$ cat config.mk
export PLATFORM = sky130hd
export DESIGN_NAME = power_mode_control
export DESIGN_NICKNAME = d
export VERILOG_FILES = /design/src/logic/power_mode_control.v
export VERILOG_INCLUDE_DIRS = /design/src /design/src/logic
export SDC_FILE = /design/constraint.sdc
export NUM_CORES = 1
export LEC_CHECK = 0
export ABC_CLOCK_PERIOD_IN_PS = 2150
export BUFFER_PORTS_ARGS = -buffer_cell sky130_fd_sc_hd__buf_2
export CELL_PAD_IN_SITES_DETAIL_PLACEMENT = 0
export CELL_PAD_IN_SITES_GLOBAL_PLACEMENT = 1
export CORE_MARGIN = 1
export CORE_UTILIZATION = 25
export DETAILED_ROUTE_END_ITERATION = 10
export GPL_TIMING_DRIVEN = 0
export HOLD_SLACK_MARGIN = 0.03
export PLACE_DENSITY = 0.81
export SYNTH_ARGS = -nofsm -noshare
export SYNTH_HDL_FRONTEND = slang
export SYNTH_SLANG_ARGS = --single-unit
$ cat constraint.sdc
create_clock -name clock_i -period 2.15 [get_ports clock_i]
set_input_delay 0.43 -clock clock_i [delete_from_list [all_inputs] [get_ports clock_i]]
set_output_delay 0.43 -clock clock_i [all_outputs]
set_load 0.02 [all_outputs]
$ cat src/logic/power_mode_control_defines.vh
// constants for the power mode control block
`ifndef POWER_MODE_CONTROL_DEFINES_VH
`define POWER_MODE_CONTROL_DEFINES_VH

// supply control nibble at 16'hff00
`define PMC_ADDR_SUPPLY 16'hff00
// lcd control nibble at 16'hff60
`define PMC_ADDR_LCD 16'hff60

// field positions in the supply nibble
`define PMC_BIT_LOGIC_VSEL 0
`define PMC_BIT_FAST_REG 1
`define PMC_BIT_SLOW_HALVER 2
`define PMC_BIT_LCD_HALVER 3
// field position in the lcd nibble
`define PMC_BIT_LCD_ON 0

// reset values
`define PMC_SUPPLY_RST 4'h0
`define PMC_LCD_ON_RST 1'h0
`define PMC_CLK_SEL_RST 1'h0
`define PMC_OSC_ON_RST 1'h0
`define PMC_CONTRAST_RST 4'h0

`endif

$ cat src/logic/power_mode_control.v
// power mode control: supply, regulator, halver and lcd supply bits
//
// Summary of operation
// - reset puts both halvers in normal mode
// - reset clears lcd, regulator, voltage, clock, oscillator
// - two halver bits selected independently
// - lcd supply circuit follows lcd_supply_on
// - contrast code has sixteen settings
// - external lcd supply keeps circuit off
// - voltage halver always runs
// - bits mapped at ff00 and ff60
`timescale 1ns/1ps

`include "power_mode_control_defines.vh"

module power_mode_control (
  input wire clock_i,
  input wire rst_i,
  input wire clk_en_i,
  input wire [15:0] addr_i,
  input wire wr_i,
  input wire [3:0] wdata_i,
  input wire [3:0] contrast_code_i,
  input wire contrast_wr_i,
  input wire cpu_clock_select_i,
  input wire clock_select_wr_i,
  input wire fast_osc_on_i,
  input wire fast_osc_wr_i,
  input wire ext_lcd_supply_i,
  output wire [3:0] rdata_o,
  output wire logic_voltage_select_o,
  output wire fast_regulator_on_o,
  output wire slow_regulator_halver_o,
  output wire lcd_supply_halver_o,
  output wire lcd_supply_on_o,
  output wire lcd_circuit_active_o,
  output wire cpu_clock_select_o,
  output wire fast_osc_on_o,
  output wire [3:0] contrast_code_o,
  output wire halver_running_o
);

  //////////////////////////////////////////////////////////////////////////////
  // address decode

  function sel_addr;
    input [15:0] a;
    input [15:0] want;
    begin
      sel_addr = (a == want);
    end
  endfunction

  wire hit_supply;
  wire hit_lcd;
  assign hit_supply = sel_addr(addr_i, `PMC_ADDR_SUPPLY);
  assign hit_lcd = sel_addr(addr_i, `PMC_ADDR_LCD);

  //////////////////////////////////////////////////////////////////////////////
  // control registers
  //
  // each register holds unless its own strobe is taken on an enabled edge,
  // so a low enable freezes the whole block; reset wins over the enable

  // every strobe needs the enable; only the ff00 and ff60 writes also need an address hit, the rest tie it high
  function take_write;
    input en;
    input strobe;
    input hit;
    begin
      take_write = en & strobe & hit;
    end
  endfunction

  wire supply_we;
  wire lcd_we;
  wire contrast_we;
  wire clk_sel_we;
  wire osc_on_we;

  assign supply_we = take_write(clk_en_i, wr_i, hit_supply);
  assign lcd_we = take_write(clk_en_i, wr_i, hit_lcd);
  assign contrast_we = take_write(clk_en_i, contrast_wr_i, 1'h1);
  // clock select and oscillator enable have no address of their own here
  assign clk_sel_we = take_write(clk_en_i, clock_select_wr_i, 1'h1);
  assign osc_on_we = take_write(clk_en_i, fast_osc_wr_i, 1'h1);

  reg [3:0] supply_q;
  wire [3:0] supply_d;
  reg lcd_on_q;
  reg lcd_on_d;
  reg clk_sel_q;
  reg clk_sel_d;
  reg osc_on_q;
  reg osc_on_d;
  reg [3:0] contrast_q;
  reg [3:0] contrast_d;

  //////////////////////////////////////////////////////////////////////////////
  // supply nibble next value

  // bit by bit, so either halver bit may be changed without the other
  genvar b;
  generate
    for (b = 0; b < 4; b = b + 1) begin : g_supply_bit
      assign supply_d[b] = supply_we ? wdata_i[b] : supply_q[b];
    end
  endgenerate

  //////////////////////////////////////////////////////////////////////////////
  // next values of the single bits and the contrast code

  always @* begin
    lcd_on_d = lcd_on_q;
    clk_sel_d = clk_sel_q;
    osc_on_d = osc_on_q;
    contrast_d = contrast_q;
    if (lcd_we) begin
      // only bit 0 is stored; the upper bits of this nibble read zero
      lcd_on_d = wdata_i[`PMC_BIT_LCD_ON];
    end
    if (contrast_we) begin
      contrast_d = contrast_code_i;
    end
    if (clk_sel_we) begin
      clk_sel_d = cpu_clock_select_i;
    end
    if (osc_on_we) begin
      osc_on_d = fast_osc_on_i;
    end
  end

  //////////////////////////////////////////////////////////////////////////////
  // state: one process per register, reset acts whatever the enable holds

  always @(posedge clock_i) begin
    if (rst_i) begin
      supply_q <= `PMC_SUPPLY_RST;
    end else begin
      supply_q <= supply_d;
    end
  end

  always @(posedge clock_i) begin
    if (rst_i) begin
      lcd_on_q <= `PMC_LCD_ON_RST;
    end else begin
      lcd_on_q <= lcd_on_d;
    end
  end

  always @(posedge clock_i) begin
    if (rst_i) begin
      clk_sel_q <= `PMC_CLK_SEL_RST;
    end else begin
      clk_sel_q <= clk_sel_d;
    end
  end

  always @(posedge clock_i) begin
    if (rst_i) begin
      osc_on_q <= `PMC_OSC_ON_RST;
    end else begin
      osc_on_q <= osc_on_d;
    end
  end

  always @(posedge clock_i) begin
    if (rst_i) begin
      contrast_q <= `PMC_CONTRAST_RST;
    end else begin
      contrast_q <= contrast_d;
    end
  end

  //////////////////////////////////////////////////////////////////////////////
  // read back: reads only select, nothing is cleared on read

  reg [3:0] read_mux;

  always @* begin
    read_mux = 4'h0;
    case ({hit_lcd, hit_supply})
      2'h1: begin
        read_mux = supply_q;
      end
      2'h2: begin
        read_mux = {3'h0, lcd_on_q};
      end
      default: begin
        // unmapped addresses read zero and touch no state
        read_mux = 4'h0;
      end
    endcase
  end

  assign rdata_o = read_mux;

  //////////////////////////////////////////////////////////////////////////////
  // lcd supply circuit

  // the mask option is a fixed strap, so it needs no synchroniser; with an
  // external supply the internal circuit stays off whatever software writes
  wire lcd_internal_ok;
  assign lcd_internal_ok = ~ext_lcd_supply_i;
  assign lcd_circuit_active_o = lcd_on_q & lcd_internal_ok;

  //////////////////////////////////////////////////////////////////////////////
  // outputs; ordering of mode moves is software's duty, not checked here

  assign logic_voltage_select_o = supply_q[`PMC_BIT_LOGIC_VSEL];
  assign fast_regulator_on_o = supply_q[`PMC_BIT_FAST_REG];
  assign slow_regulator_halver_o = supply_q[`PMC_BIT_SLOW_HALVER];
  assign lcd_supply_halver_o = supply_q[`PMC_BIT_LCD_HALVER];
  assign lcd_supply_on_o = lcd_on_q;
  assign cpu_clock_select_o = clk_sel_q;
  assign fast_osc_on_o = osc_on_q;
  assign contrast_code_o = contrast_q;
  // the halver has no off state; mode bits only pick its consumers
  assign halver_running_o = 1'h1;

endmodule // power_mode_control

==> results.txt, run 1 <==
* Peak clock frequency supported by timing: 480 MHz
* H-tree depth: 1
- For this run, design rule violations remaining after detail routing come to 0.
* Worst reg-to-reg path cell count: 2
- The netlist uses 22 different library cells.
* Count of boundary I/O pins: 51
- Die height: 49.7 um
* Setup violation total in the final timing report: 0
- The number of antenna violations at the first check in global routing was 0.
- Post-Syn Nets: 105
- The analysis attributes to cell leakage a power of 0.000450 uW.
- The final hold violation count was 0.
* Core Box Area: 2040 um^2
- Largest net degree at the start of global routing: 11
- The post-route netlist has 49.6% of its cells at a drive strength greater than 1.
- Dividing the detail-routed via count by the number of cells gives 4.66.
* Post-synthesis instance area: 569 um^2
- For this run, the post-layout net count is 162.
- Of the total power, the share spent switching nets is 25.4%.
* Mapped Cells: 69
- At the worst endpoint, the arrival time is 1650 ps.
- Worst IR drop on VDD: 0.232 mV
- Setup slack on the critical path of the routed design comes to 65.3 ps.
- Overall routing resource usage: 12.9%
- Worst reg2reg path startpoint: supply_q[0]
* Routed Wire Length: 1530 um
* Type of element capturing the critical path: primary output
* Critical-path top delay cell: sky130_fd_sc_hd__nor4_4
- In this run the critical register-to-register path is captured at supply_q[0].
- Slowest Stage Delay on Critical Path: 290 ps
- Total of flip-flops plus latches after synthesis: 11
- The min-delay analysis places its worst path in the category primary input to flip-flop.
- Final Critical Period: 2080 ps
- Reported net switching power: 107 uW
* Router iterations before antenna repair: 4
- The clock reaches the later pin of the worst-skew pair after 270 ps.
* Setup tns final: 0 ps
- Global-route wire length before repair: 2400 um
* Placement Setup Slack: -43.1 ps
- Reg2reg setup slack: 1500 ps
- CTS tree: yes
- The library cell used most frequently in the layout, excluding fill and tap cells, is sky130_fd_sc_hd__buf_2.
* Setup repair after global routing missed its margin: yes
- The worst hold path begins at rst_i.
- The worst setup path is of the primary input to primary output kind.
- The cell sitting at the root of the clock tree is a sky130_fd_sc_hd__clkbuf_4.
- Area growth, synth to finish: 58.7%
- Floorplan row count: 16
- Starting utilization of the core area: 27.9%
- Detailed-route wire length per cell: 10.1 um
* Total clock buffers created by CTS: 3
* Seq pwr share: 50.0%
* Standard cell area after detailed placement: 848 um^2
* Fraction of power consumed by the clock network: 33.0%
- Final GP Congestion: 0.684
- Grt ovf: 0
* Crit path launch type: primary input
- The number of global-route vias before repair came to 591.
* Synth Area per Inst: 8.25 um^2
* Clock transition at the register clock pins on the worst setup and hold paths after CTS: 70 ps
* Port bufs: 49
- The finished cells cover 903 um^2.
- Walking the worst path, the cells encountered are buf_2, nor4_4, nand4_2, inv_4, ha_2, a22oi_1, nor2_1, buf_4.
* Total inserted antenna cells: 0
- The internal power of the cells totals 314 uW.
- Number of routed nets with antenna violations: 0
- The tree built by TritonCTS fans out to 11 sinks.
* Horiz. Die Dim: 49.7 um
- After layout, the worst path uses 97.0% of the clock period.
* Largest buffer count on any clock path: 2
- In the layout the commonest cells are sky130_fd_sc_hd__buf_2 (49), sky130_fd_sc_hd__a21oi_1 (11), sky130_fd_sc_hd__dfxtp_1 (11).
- In this run, post-CTS hold repair placed 0 buffers.
* Final Skew: 0 ps
- Cell count of the worst hold path: 2
* Power Density: 467 nW/um^2
- Sequential-to-total area share from yosys stat: 38.7%
- STA puts the critical path data required time at 1720 ps.
* Detailed router's first-iteration violation count: 11
- Combinational fraction of design power: 17.0%
- The flow ran to the end, and the final reports show no timing, DRC or antenna violations.
* FILL cells: 236
- The die covers 2470 um^2.
* Synthesis Warnings: 0
- Number of vias after detailed routing: 708
* Highest net fanout along the worst path: 4
- The final max-slew violation count is 0.
- Across the run, the number of max-cap violations was 0.
* Endpoint of the worst hold-timing path: supply_q[2]
[critical path, delay by kind of cell]
| kind | cells | cell delay, ps |
|---|---|---|
| fa+ha+maj | 1 | 190 |
| compound gates | 1 | 90 |
| buf+inv | 3 | 360 |
| simple gates | 3 | 580 |
[layer usage]
metal	up-vias	global-route usage, %	part of all wire, %
li1	361	-	-
met4	0	7.14	1.9
met5	-	0	0
met1	299	13.2	38
met3	5	4.63	11
met2	43	22.5	50
[worst max-delay path by stage]
stage / from / endpoint / slack, ps
after floorplan: addr_i[1] / rdata_o[0] / 170
after global placement: addr_i[1] / rdata_o[0] / -40
after detailed placement: addr_i[1] / rdata_o[0] / -40
after CTS: addr_i[1] / rdata_o[0] / 10
after global routing: addr_i[1] / rdata_o[0] / -20
final: addr_i[1] / rdata_o[0] / 70
[power groups by stage]
| stage | registers [uW] | logic, uW | clock network (uW) |
|---|---|---|---|
| global route | 211 | 78.9 | 155 |
| CTS | 211 | 72.0 | 146 |
| detailed placement | 216 | 71.8 | 0 |
| finish | 211 | 71.5 | 139 |
| global placement | 215 | 70.6 | 0 |
| floorplan | 222 | 20.4 | 0 |
[cell usage after synthesis (all sizes together)]
cell | n | share of area (%)
clkinv | 1 | 0.88
nand3 | 6 | 5.3
ha | 2 | 4.4
o21ai | 5 | 4.4
and4 | 2 | 3.1
and2 | 3 | 3.3
nor4bb | 1 | 1.8
dfxtp | 11 | 39
nor2b | 1 | 1.1
clkbuf | 1 | 0.66
buf | 2 | 2.2
inv | 1 | 0.66
a22oi | 1 | 1.3
nand2 | 10 | 6.6
conb | 1 | 0.66
nor2 | 1 | 0.66
nand4 | 7 | 8.8
nor4 | 2 | 5.9
a21oi | 11 | 9.7
[registers in the layout, indices dropped and copies added, names as in the netlist]
name and count:
fast_osc_on_o 1, cpu_clock_select_o 1, supply_q 4, contrast_code_o 4, lcd_supply_on_o 1
[what timing repair did]
| item | 4_1_cts | 5_1_grt |
|---|---|---|
| endpoints found under the hold margin | 0 | 0 |
| resized for setup | 0 | 3 |
| endpoints found under the setup margin | 1 | 1 |
| pin swaps | 1 | 1 |
| setup buffers | 1 | 2 |
[through the flow]
step | power, uW | std cells | hold WS [ps] | utilization [%]
global route | 446 | 152 | 318 | 44.2
floorplan | 243 | 69 | 499 | -
finish | 421 | 152 | 325 | 44.2
CTS | 429 | 150 | 319 | 43.2
global placement | 286 | 145 | 441 | 41.5
detailed placement | 287 | 145 | 444 | 41.5
[cell families (layout without fill, tap and decap cells)]
| group | count (synthesis) | after routing | share of synthesized area (%) |
|---|---|---|---|
| AO/OA/AOI/OAI | 17 | 17 | 15.4 |
| adder cells (fa/ha/maj) | 2 | 2 | 4.39 |
| buffers and inverters | 5 | 61 | 4.39 |
| flip-flops | 11 | 11 | 38.7 |
| other | 1 | 1 | 0.659 |
| AND/OR/NAND/NOR | 33 | 33 | 36.5 |
[final cells by class]
class | count | area (um^2) | area share (%)
clock buffer | 4 | 26.3 | 2.91
multi-input combinational | 53 | 327 | 36.1
buffer | 3 | 16.3 | 1.80
tap | 27 | 33.8 | 3.74
sequential | 11 | 220 | 24.4
timing repair buffer | 52 | 270 | 29.9
inverter | 2 | 10.0 | 1.11
Power figures use the tool's default switching activity.
==> run 2: changes to the inputs <==
--- a/config.mk
+++ b/config.mk
@@ -7,7 +7,8 @@
 export NUM_CORES = 1
 export LEC_CHECK = 0
 export ABC_CLOCK_PERIOD_IN_PS = 2150
-export BUFFER_PORTS_ARGS = -buffer_cell sky130_fd_sc_hd__buf_2
+export BUFFER_PORTS_ARGS = -buffer_cell sky130_fd_sc_hd__buf_4
+export CAP_MARGIN = 5
 export CELL_PAD_IN_SITES_DETAIL_PLACEMENT = 0
 export CELL_PAD_IN_SITES_GLOBAL_PLACEMENT = 1
 export CORE_MARGIN = 1
@@ -19,3 +20,4 @@
 export SYNTH_ARGS = -nofsm -noshare
 export SYNTH_HDL_FRONTEND = slang
 export SYNTH_SLANG_ARGS = --single-unit
+export TNS_END_PERCENT = 50
==> run 2 against run 1 <==
Effect of this change: clock power about the same; clock-buffer cell count unchanged; critical endpoint unchanged; sequential share of layout area down 3.5 points; sequential cell count unchanged; combinational power up 33%; critical path depth unchanged; cell count up 0.66%.
==> results.txt, run 2 (same netlist as run 1, synthesis figures left out) <==
* CTS tree: yes
- During I/O placement, the number of pins put on the boundary was 51.
* Clk sink count: 11
- The root buffer cell chosen for the clock tree is sky130_fd_sc_hd__clkbuf_4.
- For this design the static power due to leakage is 0.000486 uW.
- Across all hold checks on the routed design, the worst slack comes to 323 ps.
- STA puts the critical path data arrival time at 1680 ps.
- Hold repair after CTS inserted 0 buffers.
- Final Critical Period: 2110 ps
* Detailed-route wire length per cell: 11.4 um
- Worst reg2reg path startpoint: supply_q[0]
- The longest clock path from root to sink contains 2 buffers.
- At the later pin of the worst-skew pair, clock insertion delay measures 270 ps.
- The number of clock buffers added by TritonCTS is 3.
- Setup CP Type: primary input to primary output
* Type of element capturing the critical path: primary output
- The first global-routing pass estimated 2690 um of wire.
- The worst hold path passes through 2 cells.
* Tightest Hold Check Type: primary input to flip-flop
- Floorplan row count: 16
- Final GP Congestion: 0.664
- Counting both buffers and inverters, the worst setup path holds a total of 3.
- Critical-path top delay cell: sky130_fd_sc_hd__nor4_4
- Measured in cells, the most critical reg-to-reg path has a length of 2.
- Number of antenna violations at the first check in global routing: 0
* Final Skew: 0 ps
- After detailed placement, the design holds a cell count of 145.
- Number of vias after detailed routing: 734
* Starting utilization of the core area: 27.9%
* Port bufs: 49
* Endpoint of the worst register-to-register path: supply_q[0]
* DPL Wire Length: 1340 um
- The final max-slew violation count was 0.
* Number of DRC violations after detailed routing: 0
- On the critical path the largest part of the delay comes from simple AND/OR/NAND/NOR gates.
* Worst IR drop on VDD: 0.191 mV
- The worst hold path begins at rst_i.
- Post-route fraction of the period consumed by the critical path: 97.9%
- CTS built an H-tree with a depth of 1.
- In this design, the critical path's most frequently occurring cell is sky130_fd_sc_hd__buf_4.
- The path with the worst hold slack has its endpoint at supply_q[2].
* Layout Nets: 163
- 0 antenna diodes ended up in the layout.
- Clock transition at the register clock pins on the worst setup and hold paths after CTS: 70 ps
* Setup repair after global routing missed its margin: yes
* Required arrival time at the worst endpoint: 1720 ps
* Detailed router's first-iteration violation count: 9
* Via count of the first global-routing pass: 680
* Horiz. Die Dim: 49.7 um
- The flow ran to the end, and the final reports show no timing, DRC or antenna violations.
- Based on the critical path, the design can be clocked at up to 475 MHz.
- Number of routed nets with antenna violations: 0
- After detailed routing, the number of vias per cell comes to 4.80.
- Of all nets on the critical path, the largest fanout is 4.
- The floorplan step defined a core boundary enclosing 2040 um^2.
- Router iterations before antenna repair: 4
- For this run, the total global-route usage over all layers was measured as 14.5%.
- Commonest cells after routing, fill and taps aside: sky130_fd_sc_hd__buf_4 (52), sky130_fd_sc_hd__a21oi_1 (11), sky130_fd_sc_hd__dfxtp_1 (11)
- The completed layout was analyzed and its total power is 449 uW.
- Leaving out filler cells and counting taps, the final layout contains 153.
- The worst setup path is launched from a primary input.
- Reg2reg setup slack: 1450 ps
- # Max-Cap Violations: 0
* Area growth, synth to finish: 85.7%
* Power Density: 424 nW/um^2
- Die footprint: 2470 um^2
- The final hold violation count was 0.
* Setup violation total in the final timing report: 0
- Routed Wire Length: 1740 um
- Die height: 49.7 um
- Largest net degree at the start of global routing: 11
* FILL cells: 202
- Slowest Stage Delay on Critical Path: 280 ps
* Ordered cell list for the critical path: buf_4, nor4_4, nand4_2, clkinv_2, ha_2, a22oi_2, nor2_1, buf_4
- Grt ovf: 0
- The library cell used most frequently in the layout, excluding fill and tap cells, is sky130_fd_sc_hd__buf_4.
* Fraction of final layout cells with drive strength greater than 1: 51.6%
run 2: cell types whose count changed in the layout (fill, tap and decap cells not counted), sizes merged:
cell and change:
inv -1, buf +1, clkinv +1
run 2: per-stage QoR:
step	area [um^2]	TNS [ps]	setup WS [ps]	utilization (%)
global route	1060	-43.5	-43.5	51.8
detailed placement	971	-71.8	-67.2	47.5
finish	1060	0	44.6	51.8
global placement	971	-46.4	-46.4	47.5
CTS	1010	0	0.145	49.7
floorplan	569	0	166	-
run 2: metal layers:
layer  track usage, %  part of all wire, %
met1             14.6                   39
met3             4.32                  9.9
met2             26.6                   50
met4             7.14                 0.86
met5                0                    0
run 2: worst reg2reg max path, delay by kind of cell, from the launching register on:
family	cells	cell delay (ps)
DFF	1	380
AOI/OAI and AO/OA	2	240
run 2: final cells by class:
cell class / instances / area, um^2 / area share [%]
sequential: 11 / 220 / 20.8
clock buffer: 4 / 26.3 / 2.49
multi-input combinational: 53 / 347 / 32.8
inverter: 2 / 8.76 / 0.828
tap: 27 / 33.8 / 3.20
buffer: 3 / 16.3 / 1.54
timing repair buffer: 53 / 405 / 38.3
run 2: how the worst max path moves through the flow:
stage,from,end,depth (start not counted)
finish,addr_i[0],rdata_o[0],8
global route,addr_i[5],rdata_o[0],8
CTS,addr_i[1],rdata_o[0],7
detailed placement,addr_i[1],rdata_o[0],8
global placement,addr_i[1],rdata_o[0],8
floorplan,addr_i[1],rdata_o[0],6
run 2: what timing repair did:
item,in CTS,in global routing
pin swaps,2,7
setup endpoints to repair,3,1
gates resized for setup,1,5
endpoints found under the hold margin,0,0
setup buffers,2,2
run 2: power breakdown:
| part | leakage [uW] | switching [uW] | internal (uW) |
|---|---|---|---|
| Sequential | 0.0000893 | 2.36 | 209 |
| Combinational | 0.000382 | 39.7 | 55.6 |
| Clock | 0.0000150 | 70.4 | 71.8 |
==> run 3: changes to the inputs <==
--- a/config.mk
+++ b/config.mk
@@ -6,7 +6,7 @@
 export SDC_FILE = /design/constraint.sdc
 export NUM_CORES = 1
 export LEC_CHECK = 0
-export ABC_CLOCK_PERIOD_IN_PS = 2150
+export ABC_CLOCK_PERIOD_IN_PS = 2700
 export BUFFER_PORTS_ARGS = -buffer_cell sky130_fd_sc_hd__buf_4
 export CAP_MARGIN = 5
 export CELL_PAD_IN_SITES_DETAIL_PLACEMENT = 0
==> constraint.sdc (replaced) <==
create_clock -name clock_i -period 2.7 [get_ports clock_i]
set_input_delay 0.54 -clock clock_i [delete_from_list [all_inputs] [get_ports clock_i]]
set_output_delay 0.54 -clock clock_i [all_outputs]
set_load 0.02 [all_outputs]
==> run 3 against run 2 <==
Effect of this change: power down 21%; highest routed layer unchanged; clock skew unchanged; largest power group unchanged; clock power fell by 20%.
==> results.txt, run 3 (same netlist as run 1, synthesis figures left out) <==
- Peak clock frequency supported by timing: 411 MHz
* Setup tns final: 0 ps
- Core Box Area: 2040 um^2
- The final layout contains routed wiring with a total length of 1640 um.
- Internal power component: 266 uW
- The final max-slew violation count was 0.
- The share of total power dissipated in sequential elements is 47.5%.
- Overall routing resource usage: 14.3%
- The worst setup path is captured at a primary output.
- Number of instances in the placed design: 145
- Combinational fraction of design power: 20.5%
* Insertion delay to the later sink of the worst-skew pair: 270 ps
- VDD sags by at most 0.152 mV.
- Fraction of final layout cells with drive strength greater than 1: 47.5%
- Reg2reg setup slack: 2020 ps
* Starting utilization of the core area: 27.9%
* Total inserted antenna cells: 0
- Final GP Congestion: 0.664
- In this run the static leakage power is 0.000465 uW.
* Power Density: 355 nW/um^2
- Commonest non-fill, non-tap cell in the layout: sky130_fd_sc_hd__buf_4
- Crit-path leading delay family: simple AND/OR/NAND/NOR gates
* Die height: 49.7 um
* Total clock buffers created by CTS: 3
- Horiz. Die Dim: 49.7 um
- Total of cells resized after clock tree synthesis: 0
- Crit path launch type: primary input
- TritonCTS built the clock tree.
- Counting both buffers and inverters, the worst setup path holds a total of 3.
- The worst path uses 90.0% of the clock period.
* Number of routed nets with antenna violations: 0
* Root cell of the clock tree: sky130_fd_sc_hd__clkbuf_4
* Port bufs: 49
- The number of antenna violations at the first check in global routing came to 0.
- Ordered cell list for the critical path: buf_4, nor4_4, nand4_2, clkinv_2, ha_1, a22oi_1, nor2_1, buf_4
- The setup path with the least slack is of type primary input to primary output.
- For the worst setup path, the data arrival time is 1890 ps.
* Post-detailed-route via-to-cell ratio: 4.68
- DPL Wire Length: 1340 um
* Number of DRC violations after detailed routing: 0
* Fraction of power consumed by the clock network: 32.0%
* Reported net switching power: 88.3 uW
- Highest net fanout along the worst path: 6
* Count of boundary I/O pins: 51
- Number of vias after detailed routing: 697
- After global routing the overflow that remains totals 0.
* CP most frequent cell: sky130_fd_sc_hd__buf_4
- In this design, the stage delay of the slowest critical-path cell is 310 ps.
- Outcome: finished clean
- The final hold violation count is 0.
* Critical hold path startpoint: rst_i
- Setup repair after global routing left no endpoint under its margin.
- Entering global routing, the biggest net connects 11 pins.
- Largest buffer count on any clock path: 2
- The design draws 354 uW.
- Detailed router's first-iteration violation count: 4
* Worst reg2reg path startpoint: supply_q[0]
- Relative to the synthesized area, the layout overhead comes to 75.2%.
- The worst register-to-register path has a depth of 2.
- Clock-pin slew was measured on the worst setup and hold paths at 70 ps.
* # Max-Cap Violations: 0
- After the last flow step, the layout net total stands at 159.
- Clock tree synthesis found a total of 11 sinks.
- Detailed-route wire length per cell: 11.0 um
- Via count of the first global-routing pass: 674
- Die footprint: 2470 um^2
- The first TritonRoute pass finished after 5 iterations.
* Final Critical Period: 2430 ps
- The path class of the tightest hold or removal check is primary input to flip-flop.
- Excluding fillers, the count of instances in the completed layout stands at 149.
- After clock tree synthesis, the flow added hold-fix buffers numbering 0.
- The floorplan has 16 rows.
- CTS built an H-tree with a depth of 1.
- Setup violations remaining at the end of the flow were counted as 0.
* Final Skew: 0 ps
- At the worst endpoint, the required time is 2160 ps.
* Critical-path top delay cell: sky130_fd_sc_hd__nor4_4
* Global-route wire length before repair: 2660 um
- Sw Share: 25.0%
- Endpoint of the worst register-to-register path: supply_q[0]
- The path with the worst hold slack has its endpoint at supply_q[2].
* Commonest cells after routing, fill and taps aside: sky130_fd_sc_hd__buf_4 (50), sky130_fd_sc_hd__a21oi_1 (11), sky130_fd_sc_hd__dfxtp_1 (11)
- Post-CTS setup repair buffer count: 0
- Cell count of the worst hold path: 2
[run 3: worst max path at each step]
stage / start / cells past startpoint / end / slack (ps)
after floorplan: addr_i[1] / 6 / rdata_o[0] / 500
after global placement: addr_i[1] / 8 / rdata_o[0] / 280
after detailed placement: addr_i[1] / 8 / rdata_o[0] / 260
after CTS: addr_i[1] / 8 / rdata_o[0] / 260
after global routing: addr_i[5] / 8 / rdata_o[0] / 160
final: addr_i[1] / 8 / rdata_o[0] / 270
[run 3: final cells by class]
type / instances / area, um^2
well taps: 27 / 33.8
clock buffers: 4 / 26.3
plain buffers: 3 / 16.3
multi-input cells: 53 / 324
inverters: 2 / 8.76
flip-flops and latches: 11 / 220
repair buffers: 49 / 368
fillers: 215 / 1040
[run 3: stage by stage]
step           worst slack, ps  area [um^2]  hold slack, ps  util [%]
3_3_place_gp               284          971             446      47.5
6_report                   269          997             431      48.8
2_1_floorplan              496          569             533         -
3_5_place_dp               263          971             450      47.5
4_1_cts                    256          997             428      48.8
5_1_grt                    157          997             423      48.8
[run 3: per-layer routing]
| metal | GRT usage, % | wire, um | vias to the layer above |
|---|---|---|---|
| li1 | - | - | 358 |
| met1 | 14.6 | 662 | 297 |
| met2 | 25.9 | 809 | 38 |
| met3 | 4.32 | 146 | 4 |
| met4 | 7.14 | 17 | 0 |
| met5 | 0 | 0 | - |
[run 3: worst reg2reg max path, delay by kind of cell, from the launching register on]
kind,cells,cell delay [ps]
compound gates,2,240
flops,1,370
[run 3: power groups by stage]
stage	clock, uW	sequential (uW)	combinational (uW)
after floorplan	0	177	16.2
after global placement	0	172	71.9
after detailed placement	0	172	72.9
after CTS	119	168	73.0
after global routing	126	169	79.2
final	113	168	72.6
